===== src/verilog/sdi12_handler_pkg.sv =====
// shared constants and types for the sdi-12 sensor command handler
package sdi12_handler_pkg;
  // ==========================================================
  // timing
  localparam int CLK_PERIOD_NS = 4;
  localparam int SECOND_NS     = 1_000_000_000;
  localparam int TICKS_PER_SEC = SECOND_NS / CLK_PERIOD_NS;
  // ==========================================================
  // characters
  localparam logic [7:0] CH_BANG    = 8'h21;
  localparam logic [7:0] CH_QUERY   = 8'h3F;
  localparam logic [7:0] CH_CR      = 8'h0D;
  localparam logic [7:0] CH_LF      = 8'h0A;
  localparam logic [7:0] CH_PLUS    = 8'h2B;
  localparam logic [7:0] CH_MINUS   = 8'h2D;
  localparam logic [7:0] CH_ZERO    = 8'h30;
  localparam logic [7:0] CH_NINE    = 8'h39;
  localparam logic [7:0] CH_A       = 8'h41;
  localparam logic [7:0] CH_C       = 8'h43;
  localparam logic [7:0] CH_D       = 8'h44;
  localparam logic [7:0] CH_M       = 8'h4D;
  localparam logic [7:0] CH_R       = 8'h52;
  localparam logic [7:0] CH_V       = 8'h56;
  localparam logic [7:0] CRC_BASE   = 8'h40;
  localparam logic [7:0] ADDR_RESET = 8'h30;
  // ==========================================================
  // limits and check code
  localparam logic [6:0]  LIMIT_NORMAL = 7'h23;
  localparam logic [6:0]  LIMIT_CONC   = 7'h4B;
  localparam logic [15:0] CRC_POLY     = 16'hA001;
  localparam logic [15:0] CRC_INIT     = 16'h0000;
  // ==========================================================
  // types
  typedef enum logic [1:0] {RD_CHAR, RD_POS, RD_NEG, RD_END} rd_kind_t;
  typedef struct packed {
    rd_kind_t   kind;
    logic [7:0] ch;
  } rd_word_t;
  typedef struct packed {
    logic       verify;
    logic       conc;
    logic       crc;
    logic [3:0] idx;
  } meas_req_t;
  typedef struct packed {
    logic [11:0] ttt;
    logic [7:0]  n;
  } meas_info_t;
endpackage


===== src/verilog/sdi12_sensor_command_handler.sv =====
// sdi-12 sensor command parser, measurement timer and reply sequencer
//
// Behaviour
// - verify command answers address, three-digit seconds and one-digit value count
// - address query answers own address whatever address is set
// - address change with matching address adopts new address and echoes it
// - normal measurement start answers address, seconds, count clamped to zero..nine; concurrent start answers two count digits
// - normal measurement sends address plus cr lf when data is ready
// - concurrent measurement sends no service request; recorder waits the time
// - send-data after normal measurement carries at most 35 data characters
// - send-data after concurrent measurement carries at most 75 data characters
// - each value opens with plus or minus sign, also the separator
// - crc-requested data replies end with three crc characters before cr lf
// - break during normal measurement abandons it
// - valid addressed command during concurrent measurement abandons it
// - every reply ends with carriage return then line feed
// - command is address, upper-case letter, qualifiers, exclamation mark
`timescale 1ns/1ps
`default_nettype none
module sdi12_sensor_command_handler
  import sdi12_handler_pkg::*;
#(
  parameter int TICKS_SEC = TICKS_PER_SEC
)(
  // clock and reset
  input  wire logic       clk_sys_in,
  input  wire logic       sys_rst_in,
  // received characters
  input  wire logic [7:0] rx_char_in,
  input  wire logic       rx_valid_in,
  input  wire logic       break_in,
  // reply characters
  output logic      [7:0] tx_char_out,
  output logic            tx_valid_out,
  input  wire logic       tx_ready_in,
  // measurement core
  output meas_req_t       meas_req_out,
  output logic            meas_start_out,
  output logic            meas_abort_out,
  input  wire meas_info_t meas_info_in,
  input  wire logic       meas_done_in,
  // value store read port
  output logic      [3:0] rd_set_out,
  output logic            rd_cont_out,
  output logic      [6:0] rd_pos_out,
  input  wire rd_word_t   rd_word_in,
  // status
  output logic      [7:0] address_out
);

  typedef enum logic [3:0] {S_IDLE, S_ADDR, S_TTT, S_N, S_REQ, S_GET, S_CRC, S_CR, S_LF} state_t;
  typedef enum logic [1:0] {K_ADDR, K_TIME, K_DATA} kind_t;

  function automatic logic [15:0] crc_step(input logic [15:0] c, input logic [7:0] b);
    logic [15:0] r;
    r = c ^ {8'h00, b};
    for (int i = 0; i < 8; i++) begin
      r = r[0] ? ((r >> 1) ^ CRC_POLY) : (r >> 1);
    end
    return r;
  endfunction

  // ==========================================================
  // registers
  logic [7:0]  cmd_reg [0:3];
  logic [2:0]  len_reg;
  logic        ovf_reg;
  logic [7:0]  addr_reg;
  state_t      state_reg, state_next;
  kind_t       kind_reg;
  logic [1:0]  step_reg, step_next;
  logic [6:0]  pos_reg, pos_next;
  logic [6:0]  cnt_reg, cnt_next;
  logic        sign_reg, sign_next;
  logic [15:0] crc_reg, crc_next;
  logic [7:0]  reply_reg;
  logic        two_reg;
  logic        crc_on_reg;
  logic [6:0]  limit_reg;
  logic [11:0] ttt_reg;
  logic [7:0]  n_reg;
  logic        meas_active_reg, meas_conc_reg;
  logic        data_conc_reg, data_crc_reg;
  logic        sr_pending_reg;
  logic [31:0] tick_reg;
  logic [9:0]  sec_reg;
  logic        start_reg, abort_reg;
  meas_req_t   req_reg;
  logic [3:0]  set_reg;
  logic        cont_reg;
  logic [7:0]  d0_reg, d1_reg, d0_next, d1_next;
  logic        v0_reg, v1_reg, v0_next, v1_next;

  // ==========================================================
  // command decode
  logic [7:0] c0, c1, c2, c3;
  logic       d2, d3, q_crc, addr_ok, mc;
  logic       is_query, is_ack, is_chg, is_ver, is_meas, is_dat, is_cont;
  logic       valid_cmd, fire, launch;
  logic [3:0] cmd_idx;
  assign c0       = cmd_reg[0];
  assign c1       = cmd_reg[1];
  assign c2       = cmd_reg[2];
  assign c3       = cmd_reg[3];
  assign d2       = (c2 >= CH_ZERO) && (c2 <= CH_NINE);
  assign d3       = (c3 >= CH_ZERO) && (c3 <= CH_NINE);
  assign q_crc    = c2 == CH_C;
  assign addr_ok  = c0 == addr_reg;
  assign mc       = (c1 == CH_M) || (c1 == CH_C);
  assign is_query = (len_reg == 3'h1) && (c0 == CH_QUERY);
  assign is_ack   = (len_reg == 3'h1) && addr_ok;
  assign is_chg   = (len_reg == 3'h3) && addr_ok && (c1 == CH_A);
  assign is_ver   = (len_reg == 3'h2) && addr_ok && (c1 == CH_V);
  assign is_meas  = addr_ok && mc && ((len_reg == 3'h2) || ((len_reg == 3'h3) && (q_crc || d2))
                    || ((len_reg == 3'h4) && q_crc && d3));
  assign is_dat   = addr_ok && (len_reg == 3'h3) && (c1 == CH_D) && d2;
  assign is_cont  = addr_ok && (c1 == CH_R) && (((len_reg == 3'h3) && d2) || ((len_reg == 3'h4) && q_crc && d3));
  assign valid_cmd = is_ack || is_chg || is_ver || is_meas || is_dat || is_cont;
  assign fire     = rx_valid_in && (rx_char_in == CH_BANG) && !ovf_reg && (state_reg == S_IDLE);
  assign cmd_idx  = (len_reg == 3'h4) ? c3[3:0] : ((len_reg == 3'h3) && d2) ? c2[3:0] : 4'h0;

  // ==========================================================
  // measurement timer
  logic [9:0] ttt_bin;
  logic       tick, expire, start, abort_n, abort_c, done_sr, sr_go;
  assign ttt_bin = {6'h00, meas_info_in.ttt[11:8]} * 10'h064 + {6'h00, meas_info_in.ttt[7:4]} * 10'h00A
                   + {6'h00, meas_info_in.ttt[3:0]};
  assign tick    = tick_reg == 32'(TICKS_SEC - 1);
  assign expire  = meas_active_reg && (sec_reg == 10'h000);
  assign start   = fire && (is_meas || is_ver);
  assign abort_n = meas_active_reg && !meas_conc_reg && break_in;
  assign abort_c = meas_active_reg && meas_conc_reg && fire && valid_cmd;
  assign done_sr = meas_active_reg && !meas_conc_reg && meas_done_in;
  assign sr_go   = (state_reg == S_IDLE) && !fire && sr_pending_reg;
  assign launch  = (fire && (is_query || valid_cmd)) || sr_go;

  // ==========================================================
  // reply sequencer
  logic       emit_ok, emit, is_sign;
  logic [7:0] ch, n_one;
  logic [3:0] ttt_nib;
  assign emit_ok = !v1_reg;
  assign is_sign = (rd_word_in.kind == RD_POS) || (rd_word_in.kind == RD_NEG);
  assign ttt_nib = (step_reg == 2'h0) ? ttt_reg[11:8] : (step_reg == 2'h1) ? ttt_reg[7:4] : ttt_reg[3:0];
  assign n_one   = (!two_reg && (n_reg[7:4] != 4'h0)) ? CH_NINE : (CH_ZERO | {4'h0, n_reg[3:0]});

  always_comb begin
    state_next = state_reg;
    step_next  = step_reg;
    pos_next   = pos_reg;
    cnt_next   = cnt_reg;
    sign_next  = sign_reg;
    crc_next   = crc_reg;
    emit       = 1'b0;
    ch         = CH_CR;
    unique case (state_reg)
      S_IDLE: begin
        if (launch) begin
          state_next = S_ADDR;
          step_next  = 2'h0;
          pos_next   = 7'h00;
          cnt_next   = 7'h00;
          sign_next  = 1'b0;
          crc_next   = CRC_INIT;
        end
      end
      S_ADDR: begin
        ch   = reply_reg;
        emit = emit_ok;
        if (emit) begin
          state_next = (kind_reg == K_ADDR) ? S_CR : (kind_reg == K_TIME) ? S_TTT : S_REQ;
        end
      end
      S_TTT: begin
        ch   = CH_ZERO | {4'h0, ttt_nib};
        emit = emit_ok;
        if (emit) begin
          step_next  = (step_reg == 2'h2) ? 2'h0 : step_reg + 2'h1;
          state_next = (step_reg == 2'h2) ? S_N : S_TTT;
        end
      end
      S_N: begin
        ch   = (two_reg && (step_reg == 2'h0)) ? (CH_ZERO | {4'h0, n_reg[7:4]}) : n_one;
        emit = emit_ok;
        if (emit) begin
          step_next  = (two_reg && (step_reg == 2'h0)) ? 2'h1 : 2'h0;
          state_next = (two_reg && (step_reg == 2'h0)) ? S_N : S_CR;
        end
      end
      S_REQ: state_next = S_GET;
      S_GET: begin
        if ((rd_word_in.kind == RD_END) || (cnt_reg >= limit_reg)) begin
          state_next = crc_on_reg ? S_CRC : S_CR;
        end else if (is_sign && !sign_reg) begin
          ch   = (rd_word_in.kind == RD_NEG) ? CH_MINUS : CH_PLUS;
          emit = emit_ok;
          if (emit) begin
            sign_next = 1'b1;
            cnt_next  = cnt_reg + 7'h01;
          end
        end else begin
          ch   = rd_word_in.ch;
          emit = emit_ok;
          if (emit) begin
            sign_next  = 1'b0;
            cnt_next   = cnt_reg + 7'h01;
            pos_next   = pos_reg + 7'h01;
            state_next = S_REQ;
          end
        end
      end
      S_CRC: begin
        ch   = CRC_BASE | ((step_reg == 2'h0) ? {4'h0, crc_reg[15:12]} :
               (step_reg == 2'h1) ? {2'h0, crc_reg[11:6]} : {2'h0, crc_reg[5:0]});
        emit = emit_ok;
        if (emit) begin
          step_next  = (step_reg == 2'h2) ? 2'h0 : step_reg + 2'h1;
          state_next = (step_reg == 2'h2) ? S_CR : S_CRC;
        end
      end
      S_CR: begin
        ch   = CH_CR;
        emit = emit_ok;
        if (emit) state_next = S_LF;
      end
      S_LF: begin
        ch   = CH_LF;
        emit = emit_ok;
        if (emit) state_next = S_IDLE;
      end
    endcase
    if (emit && (state_reg != S_CRC) && (state_reg != S_CR) && (state_reg != S_LF)) begin
      crc_next = crc_step(crc_reg, ch);
    end
  end

  // ==========================================================
  // two-entry output buffer
  always_comb begin
    d0_next = d0_reg;
    d1_next = d1_reg;
    v0_next = v0_reg;
    v1_next = v1_reg;
    if (v0_reg && tx_ready_in) begin
      if (v1_reg) begin
        d0_next = d1_reg;
        v1_next = 1'b0;
      end else begin
        v0_next = 1'b0;
      end
    end
    if (emit) begin
      if (!v0_next) begin
        d0_next = ch;
        v0_next = 1'b1;
      end else begin
        d1_next = ch;
        v1_next = 1'b1;
      end
    end
  end

  // ==========================================================
  // clocked state
  always_ff @(posedge clk_sys_in or posedge sys_rst_in) begin
    if (sys_rst_in) begin
      for (int i = 0; i < 4; i++) cmd_reg[i] <= 8'h00;
      len_reg <= 3'h0;
      ovf_reg <= 1'b0;
    end else if (break_in || (rx_valid_in && (rx_char_in == CH_BANG))) begin
      len_reg <= 3'h0;
      ovf_reg <= 1'b0;
    end else if (rx_valid_in) begin
      if (len_reg < 3'h4) cmd_reg[len_reg[1:0]] <= rx_char_in;
      if (len_reg < 3'h4) len_reg <= len_reg + 3'h1;
      else ovf_reg <= 1'b1;
    end
  end

  always_ff @(posedge clk_sys_in or posedge sys_rst_in) begin
    if (sys_rst_in) begin
      state_reg <= S_IDLE;
      step_reg  <= 2'h0;
      pos_reg   <= 7'h00;
      cnt_reg   <= 7'h00;
      sign_reg  <= 1'b0;
      crc_reg   <= CRC_INIT;
      d0_reg    <= 8'h00;
      d1_reg    <= 8'h00;
      v0_reg    <= 1'b0;
      v1_reg    <= 1'b0;
    end else begin
      state_reg <= state_next;
      step_reg  <= step_next;
      pos_reg   <= pos_next;
      cnt_reg   <= cnt_next;
      sign_reg  <= sign_next;
      crc_reg   <= crc_next;
      d0_reg    <= d0_next;
      d1_reg    <= d1_next;
      v0_reg    <= v0_next;
      v1_reg    <= v1_next;
    end
  end

  always_ff @(posedge clk_sys_in or posedge sys_rst_in) begin
    if (sys_rst_in) begin
      addr_reg   <= ADDR_RESET;
      reply_reg  <= ADDR_RESET;
      kind_reg   <= K_ADDR;
      two_reg    <= 1'b0;
      crc_on_reg <= 1'b0;
      limit_reg  <= LIMIT_NORMAL;
      ttt_reg    <= 12'h000;
      n_reg      <= 8'h00;
      set_reg    <= 4'h0;
      cont_reg   <= 1'b0;
    end else if (sr_go) begin
      reply_reg  <= addr_reg;
      kind_reg   <= K_ADDR;
      crc_on_reg <= 1'b0;
    end else if (fire) begin
      reply_reg  <= is_chg ? c2 : addr_reg;
      addr_reg   <= is_chg ? c2 : addr_reg;
      kind_reg   <= (is_ver || is_meas) ? K_TIME : (is_dat || is_cont) ? K_DATA : K_ADDR;
      two_reg    <= is_meas && (c1 == CH_C);
      ttt_reg    <= meas_info_in.ttt;
      n_reg      <= meas_info_in.n;
      crc_on_reg <= is_dat ? data_crc_reg : (is_cont && q_crc);
      limit_reg  <= (is_cont || data_conc_reg) ? LIMIT_CONC : LIMIT_NORMAL;
      set_reg    <= is_dat ? c2[3:0] : cmd_idx;
      cont_reg   <= is_cont;
    end
  end

  always_ff @(posedge clk_sys_in or posedge sys_rst_in) begin
    if (sys_rst_in) begin
      meas_active_reg <= 1'b0;
      meas_conc_reg   <= 1'b0;
      data_conc_reg   <= 1'b0;
      data_crc_reg    <= 1'b0;
      sr_pending_reg  <= 1'b0;
      tick_reg        <= 32'h0000_0000;
      sec_reg         <= 10'h000;
      start_reg       <= 1'b0;
      abort_reg       <= 1'b0;
      req_reg         <= '0;
    end else begin
      start_reg      <= start;
      abort_reg      <= abort_n || abort_c;
      sr_pending_reg <= done_sr || (sr_pending_reg && !sr_go);
      tick_reg       <= (start || tick) ? 32'h0000_0000 : tick_reg + 32'h0000_0001;
      if (start) begin
        meas_active_reg <= 1'b1;
        meas_conc_reg   <= is_meas && (c1 == CH_C);
        data_conc_reg   <= is_meas && (c1 == CH_C);
        data_crc_reg    <= is_meas && q_crc;
        sec_reg         <= ttt_bin;
        req_reg         <= '{verify: is_ver, conc: is_meas && (c1 == CH_C), crc: is_meas && q_crc, idx: cmd_idx};
      end else begin
        if (abort_n || abort_c || expire || done_sr) meas_active_reg <= 1'b0;
        if (tick && (sec_reg != 10'h000)) sec_reg <= sec_reg - 10'h001;
      end
    end
  end

  // ==========================================================
  // outputs
  assign tx_char_out    = d0_reg;
  assign tx_valid_out   = v0_reg;
  assign meas_req_out   = req_reg;
  assign meas_start_out = start_reg;
  assign meas_abort_out = abort_reg;
  assign rd_set_out     = set_reg;
  assign rd_cont_out    = cont_reg;
  assign rd_pos_out     = pos_reg;
  assign address_out    = addr_reg;

endmodule
`default_nettype wire


===== config.mk =====
export PLATFORM = sky130hd
export DESIGN_NAME = sdi12_sensor_command_handler
export DESIGN_NICKNAME = d
export VERILOG_FILES = /design/src/verilog/sdi12_handler_pkg.sv /design/src/verilog/sdi12_sensor_command_handler.sv
export SDC_FILE = /design/constraint.sdc
export NUM_CORES = 1
export LEC_CHECK = 0
export ABC_CLOCK_PERIOD_IN_PS = 12900
export BUFFER_PORTS_ARGS = -buffer_cell sky130_fd_sc_hd__buf_2
export CORE_ASPECT_RATIO = 1.5
export CORE_MARGIN = 2
export CORE_UTILIZATION = 53
export CTS_CLUSTER_DIAMETER = 200
export DETAILED_ROUTE_END_ITERATION = 6
export PLACE_DENSITY = 0.69
export SETUP_SLACK_MARGIN = 0.2
export SKIP_CTS_REPAIR_TIMING = 1
export SYNTH_ARGS = -nofsm -noshare
export SYNTH_HDL_FRONTEND = slang
export SYNTH_SLANG_ARGS = --single-unit

===== constraint.sdc =====
create_clock -name clk_sys_in -period 12.9 [get_ports clk_sys_in]
set_input_delay 1.29 -clock clk_sys_in [delete_from_list [all_inputs] [get_ports clk_sys_in]]
set_output_delay 1.29 -clock clk_sys_in [all_outputs]
set_load 0.05 [all_outputs]

Word level (Yosys, flattened, before mapping)
Cells that the tools add are included.

Output and inout port bits: 38. Word-level logic and storage cells: 312. Input bits: 44. Flip-flop bits (word level): 196.

$add $sub $neg: 8. Mux-type cells: 98. Multiply operators: 2. Reduce and logical (&&, ||, !) cells: 102. Bitwise logic cells: 12. Equal/unequal tests: 46. $lt $le $gt $ge: 8.

Operators with widths (count): $mux W16 (11); $mux W8 (10); $mux W4 (17); $eq A8 B7 Y1 const B (7); $mux W7 (7); $pmux W8 S6 (1); $logic_and A1 B1 Y1 (45); $pmux W4 S9 (1); $add A32 B1 Y32 const B (1); $bwmux W32 (1); $eq A32 B28 Y1 const B (1); $mux W32 (1); $pmux W7 S2 (2); $not A2 Y3 (9); $mux W1 (24); $ne A2 B2 Y1 const B (12); $logic_or A1 B1 Y1 (23); $mux W3 (7); $mux W10 (2); $demux W8 S2 (1); $eq A4 B3 Y1 const B (4); $eq A8 B6 Y1 const B (2); $ge A8 B6 Y1 const B (2); $le A8 B6 Y1 const B (2); other kinds (45) (83).

Depth between registers and ports, before layout
Word-level depth: 24. Mapped depth: 14. Gate-level depth less buffers: 14.

Worst setup path after synthesis
No wires, ideal clock.

Kind: input -> register. Start point: input rd_word_in[8] in the netlist's numbering. End point: register crc_reg[15]. Stages on the path: 10. Library setup time: 0.121 ns. Buffers on the path: 0. Slack: 9.072 ns. Arrival: 3.707 ns. Data required time: 12.779 ns. Cell sequence: ha_1 > a211oi_1 > nand2_1 > o41ai_1 > nand4_1 > xor2_1 > xnor3_1 > xnor3_2 > xor2_1 > a22o_1.

Cells in the longest elaborated chain, start to end: 17. Elaborated cells between the ends (all ways): 35. Classes of those cells: 3 x eq/ne; 15 x mux; 8 x bitwise; 9 x reduce/logical.

Ends and longest elaborated chain: start: declaration (RTL line sdi12_sensor_command_handler.sv:46) `input wire rd_word_t rd_word_in,`; $eq A2 B1 Y1 / $eq A2 B2 Y1 (equally long branches) (RTL line sdi12_sensor_command_handler.sv:143, sdi12_sensor_command_handler.sv:195); $logic_or A1 B1 Y1 (RTL line sdi12_sensor_command_handler.sv:143) `assign is_sign = (rd_word_in.kind == RD_POS) || (rd_word_in.kind == RD_NEG);`; $logic_and A1 B1 Y1 (RTL line sdi12_sensor_command_handler.sv:194) `end else if (is_sign && !sign_reg) begin`; $mux W8 (RTL line sdi12_sensor_command_handler.sv:194); $mux W8 (RTL line sdi12_sensor_command_handler.sv:192) `if ((rd_word_in.kind == RD_END) || (cnt_reg >= limit_reg)) begin`; $pmux W8 S6 (RTL line sdi12_sensor_command_handler.sv:156) `unique case (state_reg)`; $xor A16 B8 Y16 (RTL line sdi12_sensor_command_handler.sv:56) `r = c ^ {8'h00, b};`; $mux W16 / $not A2 Y3 (equally long branches) (6 in series); $not A2 Y3 (no line) / $mux W16 (equally long branches); $mux W16 (2 in series) (RTL line sdi12_sensor_command_handler.sv:58) `r = r[0] ? ((r >> 1) ^ CRC_POLY) : (r >> 1);`; $mux W16 (RTL line sdi12_sensor_command_handler.sv:232) `if (emit && (state_reg != S_CRC) && (state_reg != S_CR) && (state_reg != S_LF)) begin`; end signal: assignment (RTL line sdi12_sensor_command_handler.sv:298) `crc_reg <= crc_next;`; end: declaration (RTL line sdi12_sensor_command_handler.sv:75) `logic [15:0] crc_reg, crc_next;`.

Parallel ways exist; a longest one is shown, timed or not. A chain may end at the register's enable or synchronous reset.

Final worst setup path
Start point: input rd_word_in[8] in the netlist's numbering. End point: register crc_reg[0].

Same word-level chain as after synthesis.

==> metrics <==
post-route ant nets 0; Placement Setup Slack 8.56 ns; initial antenna violation count 0; slowest stage cell, crit path xnor3_2; Die ar. 0.0207 mm2; leading area contributor after synthesis dfrtp_1; Setup TNS Final 0 ns; GPL Wtd Cong 0.892; gr ovfl total 0; critical path's most frequent cell xnor3_1; Mapped Cells 1027; Mapped Nets 1113; Tcrit/Tclk final 30.3%; Final Setup Violations 0; VDD IR max 0.118 mV; die width 118 um; fraction of layout cells with a size suffix above 1 19.6%; CP peak stage delay 0.43 ns; clock sinks 191; number of global-route vias before repair 7686; minimum clock period 3.90 ns; Iteration-0 DRC Markers 441; Final Skew 0.00909 ns; CP Class primary input to register; Mean Syn Cell Area 10.1 um2; DP HPWL 17.7 mm; wire per inst 17.8 um; most frequent cells in the layout dfrtp_1, nor2_1, nand2_1, buf_2, mux2_2; status complete, no violations; worst-path maximum fanout 6; P_sw 0.000822 W; most common cell after layout, fill and taps aside dfrtp_1; Worst Hold Path Cells 2; GRT Overall Usage 24.1%; initial core utilization 54.2%; CTS tree done; root buffer cell clkbuf_16; FMAX 0.256 GHz; worst-margin pin slew 1.13 ns; Worst setup EP type register; Post-Route WL 24.1 mm; core area 0.0192 mm2; non-filler instance count after layout 1357; clock transition at the registers of the reported paths 0.07 ns; I/O pin total 82; post-placement cell count 1325; cts bufs inserted 17; fillers 1686; Yosys cell types 67; first-pass GRT wire length 39.4 mm; number of flip-flops in the largest register 32; Vias 7774; Via density 5.73; Total Power 0.00224 W; Fin. Hold Viols 0; Inserted Diodes 0; die height 175 um; Req. time, crit path 13.19 ns; post-synth top area share 44.9%; RSZ-0062 raised after global routing false; #FFs+latches synth 191; Final Worst Setup Slack 9.00 ns; CP Launch Type primary input; Pwr Density 193 mW/mm2; Ys Warns 0; Row Count 62; # DRC 0; Arrival @ worst endpoint 4.20 ns; internal power 0.00141 W; H-tree levels 4; Worst slew margin 24.6%; port bufs 81; Logic pwr share 38.3%; pin count of the biggest net entering global routing 120; Worst Hold Class register to register; critical path, cell by cell buf_2, ha_1, a211oi_1, nand2_1, o41ai_1, nand4_1, xor2_1, xnor3_1, xnor3_2, xnor3_1, o22ai_2; synth-to-layout area growth 11.5%; number of flops mapped to enable cells by yosys 0; Syn Std Cell Area 0.0104 mm2; Sequential Power Share 37.5%; max-slew violations 0; worst skew pair latency 0.45 ns; CTS Buffer Depth 2; Lkg Pwr 5.45 nW; register area share after synthesis 46.1%; Pre-Repair DR Iteration Count 6; clock power share 24.1%; ys async rst share 100%; reg2reg path depth 9; Layout Nets 1174; switching share of power 36.8%; Primary FF master, synth dfrtp_1; Area contributors post-synth dfrtp_1, mux2_2, ha_1; max cap viols 0
-- cells in the mapped netlist (all sizes together), types with 10 or more instances --
| cell type | number |
|---|---|
| dfrtp | 186 |
| nor2 | 106 |
| nand2 | 104 |
| mux2 | 75 |
| a21oi | 50 |
| xor2 | 48 |
| inv | 46 |
| o21ai | 45 |
| ha | 37 |
| xnor2 | 35 |
| clkbuf | 34 |
| nand3 | 22 |
| nand4 | 20 |
| nor3 | 17 |
| o22ai | 14 |
| a21o | 11 |
| mux2i | 11 |
| a22oi | 10 |
| nand2b | 10 |
-- cell families (layout without fill, tap and decap cells) --
family,Yosys count,count (layout),share of synthesized area (%)
compound gates,175,175,10.7
xor+xnor,86,86,7.67
fa+ha+maj,42,42,5.43
buf+inv,89,163,3.48
flops,191,191,46.1
mux,88,88,9.67
simple gates,356,356,16.9
-- metrics by stage --
stage / util [%] / hold slack, ns / instance area (um2)
4_1_cts: 60.4 / 0.490 / 11600
6_report: 60.4 / 0.489 / 11600
2_1_floorplan: - / 0.446 / 10400
3_5_place_dp: 57.2 / 0.472 / 11000
3_3_place_gp: 57.2 / 0.464 / 11000
5_1_grt: 60.4 / 0.520 / 11600
-- area by class of cell --
type                       count  area (um2)  area share [%]
inverter                      46         180            1.56
clock buffer                  21         480            4.15
timing repair buffer          85         435            3.76
tap                          256         320            2.77
clock inverter                11         130            1.12
multi-input combinational    747        5240            45.3
sequential                   191        4790            41.4
-- critical path: cells and delay by family --
kind | cells | cell delay [ns]
and+or+nand+nor | 2 | 0.45
xor gates and xnor gates | 4 | 1.44
buffers and inverters | 1 | 0.11
AOI/OAI and AO/OA | 3 | 0.72
adders and majority gates | 1 | 0.20
-- per-layer routing --
layer	global-route usage, %	up-vias	share of wire (%)
met4	10.5	0	3.5
li1	-	3746	-
met3	4.74	54	4.1
met5	0	-	0
met2	43.2	189	53
met1	27.8	3785	40
-- power by group through the flow --
stage / Combinational [W] / Clock (W) / Sequential [W]
global route: 0.000935 / 0.000571 / 0.000858
floorplan: 0.000680 / 0 / 0.000842
CTS: 0.000855 / 0.000548 / 0.000837
detailed placement: 0.000854 / 0 / 0.000847
global placement: 0.000838 / 0 / 0.000846
finish: 0.000857 / 0.000539 / 0.000839
-- path summary, 6_finish.rpt --
check	from	end	slack, ns
max	rd_word_in[8]	crc_reg[0]	9.00
min	ttt_reg[3]	ttt_reg[3]	0.49
max reg2reg	state_reg[2]	crc_reg[0]	9.29
min reg2reg	ttt_reg[3]	ttt_reg[3]	0.49
max in group asynchronous	sys_rst_in	kind_reg[1]	10.41
min in group asynchronous	sys_rst_in	address_out[6]	0.99
No activity file was read; power rests on OpenSTA's default activity.
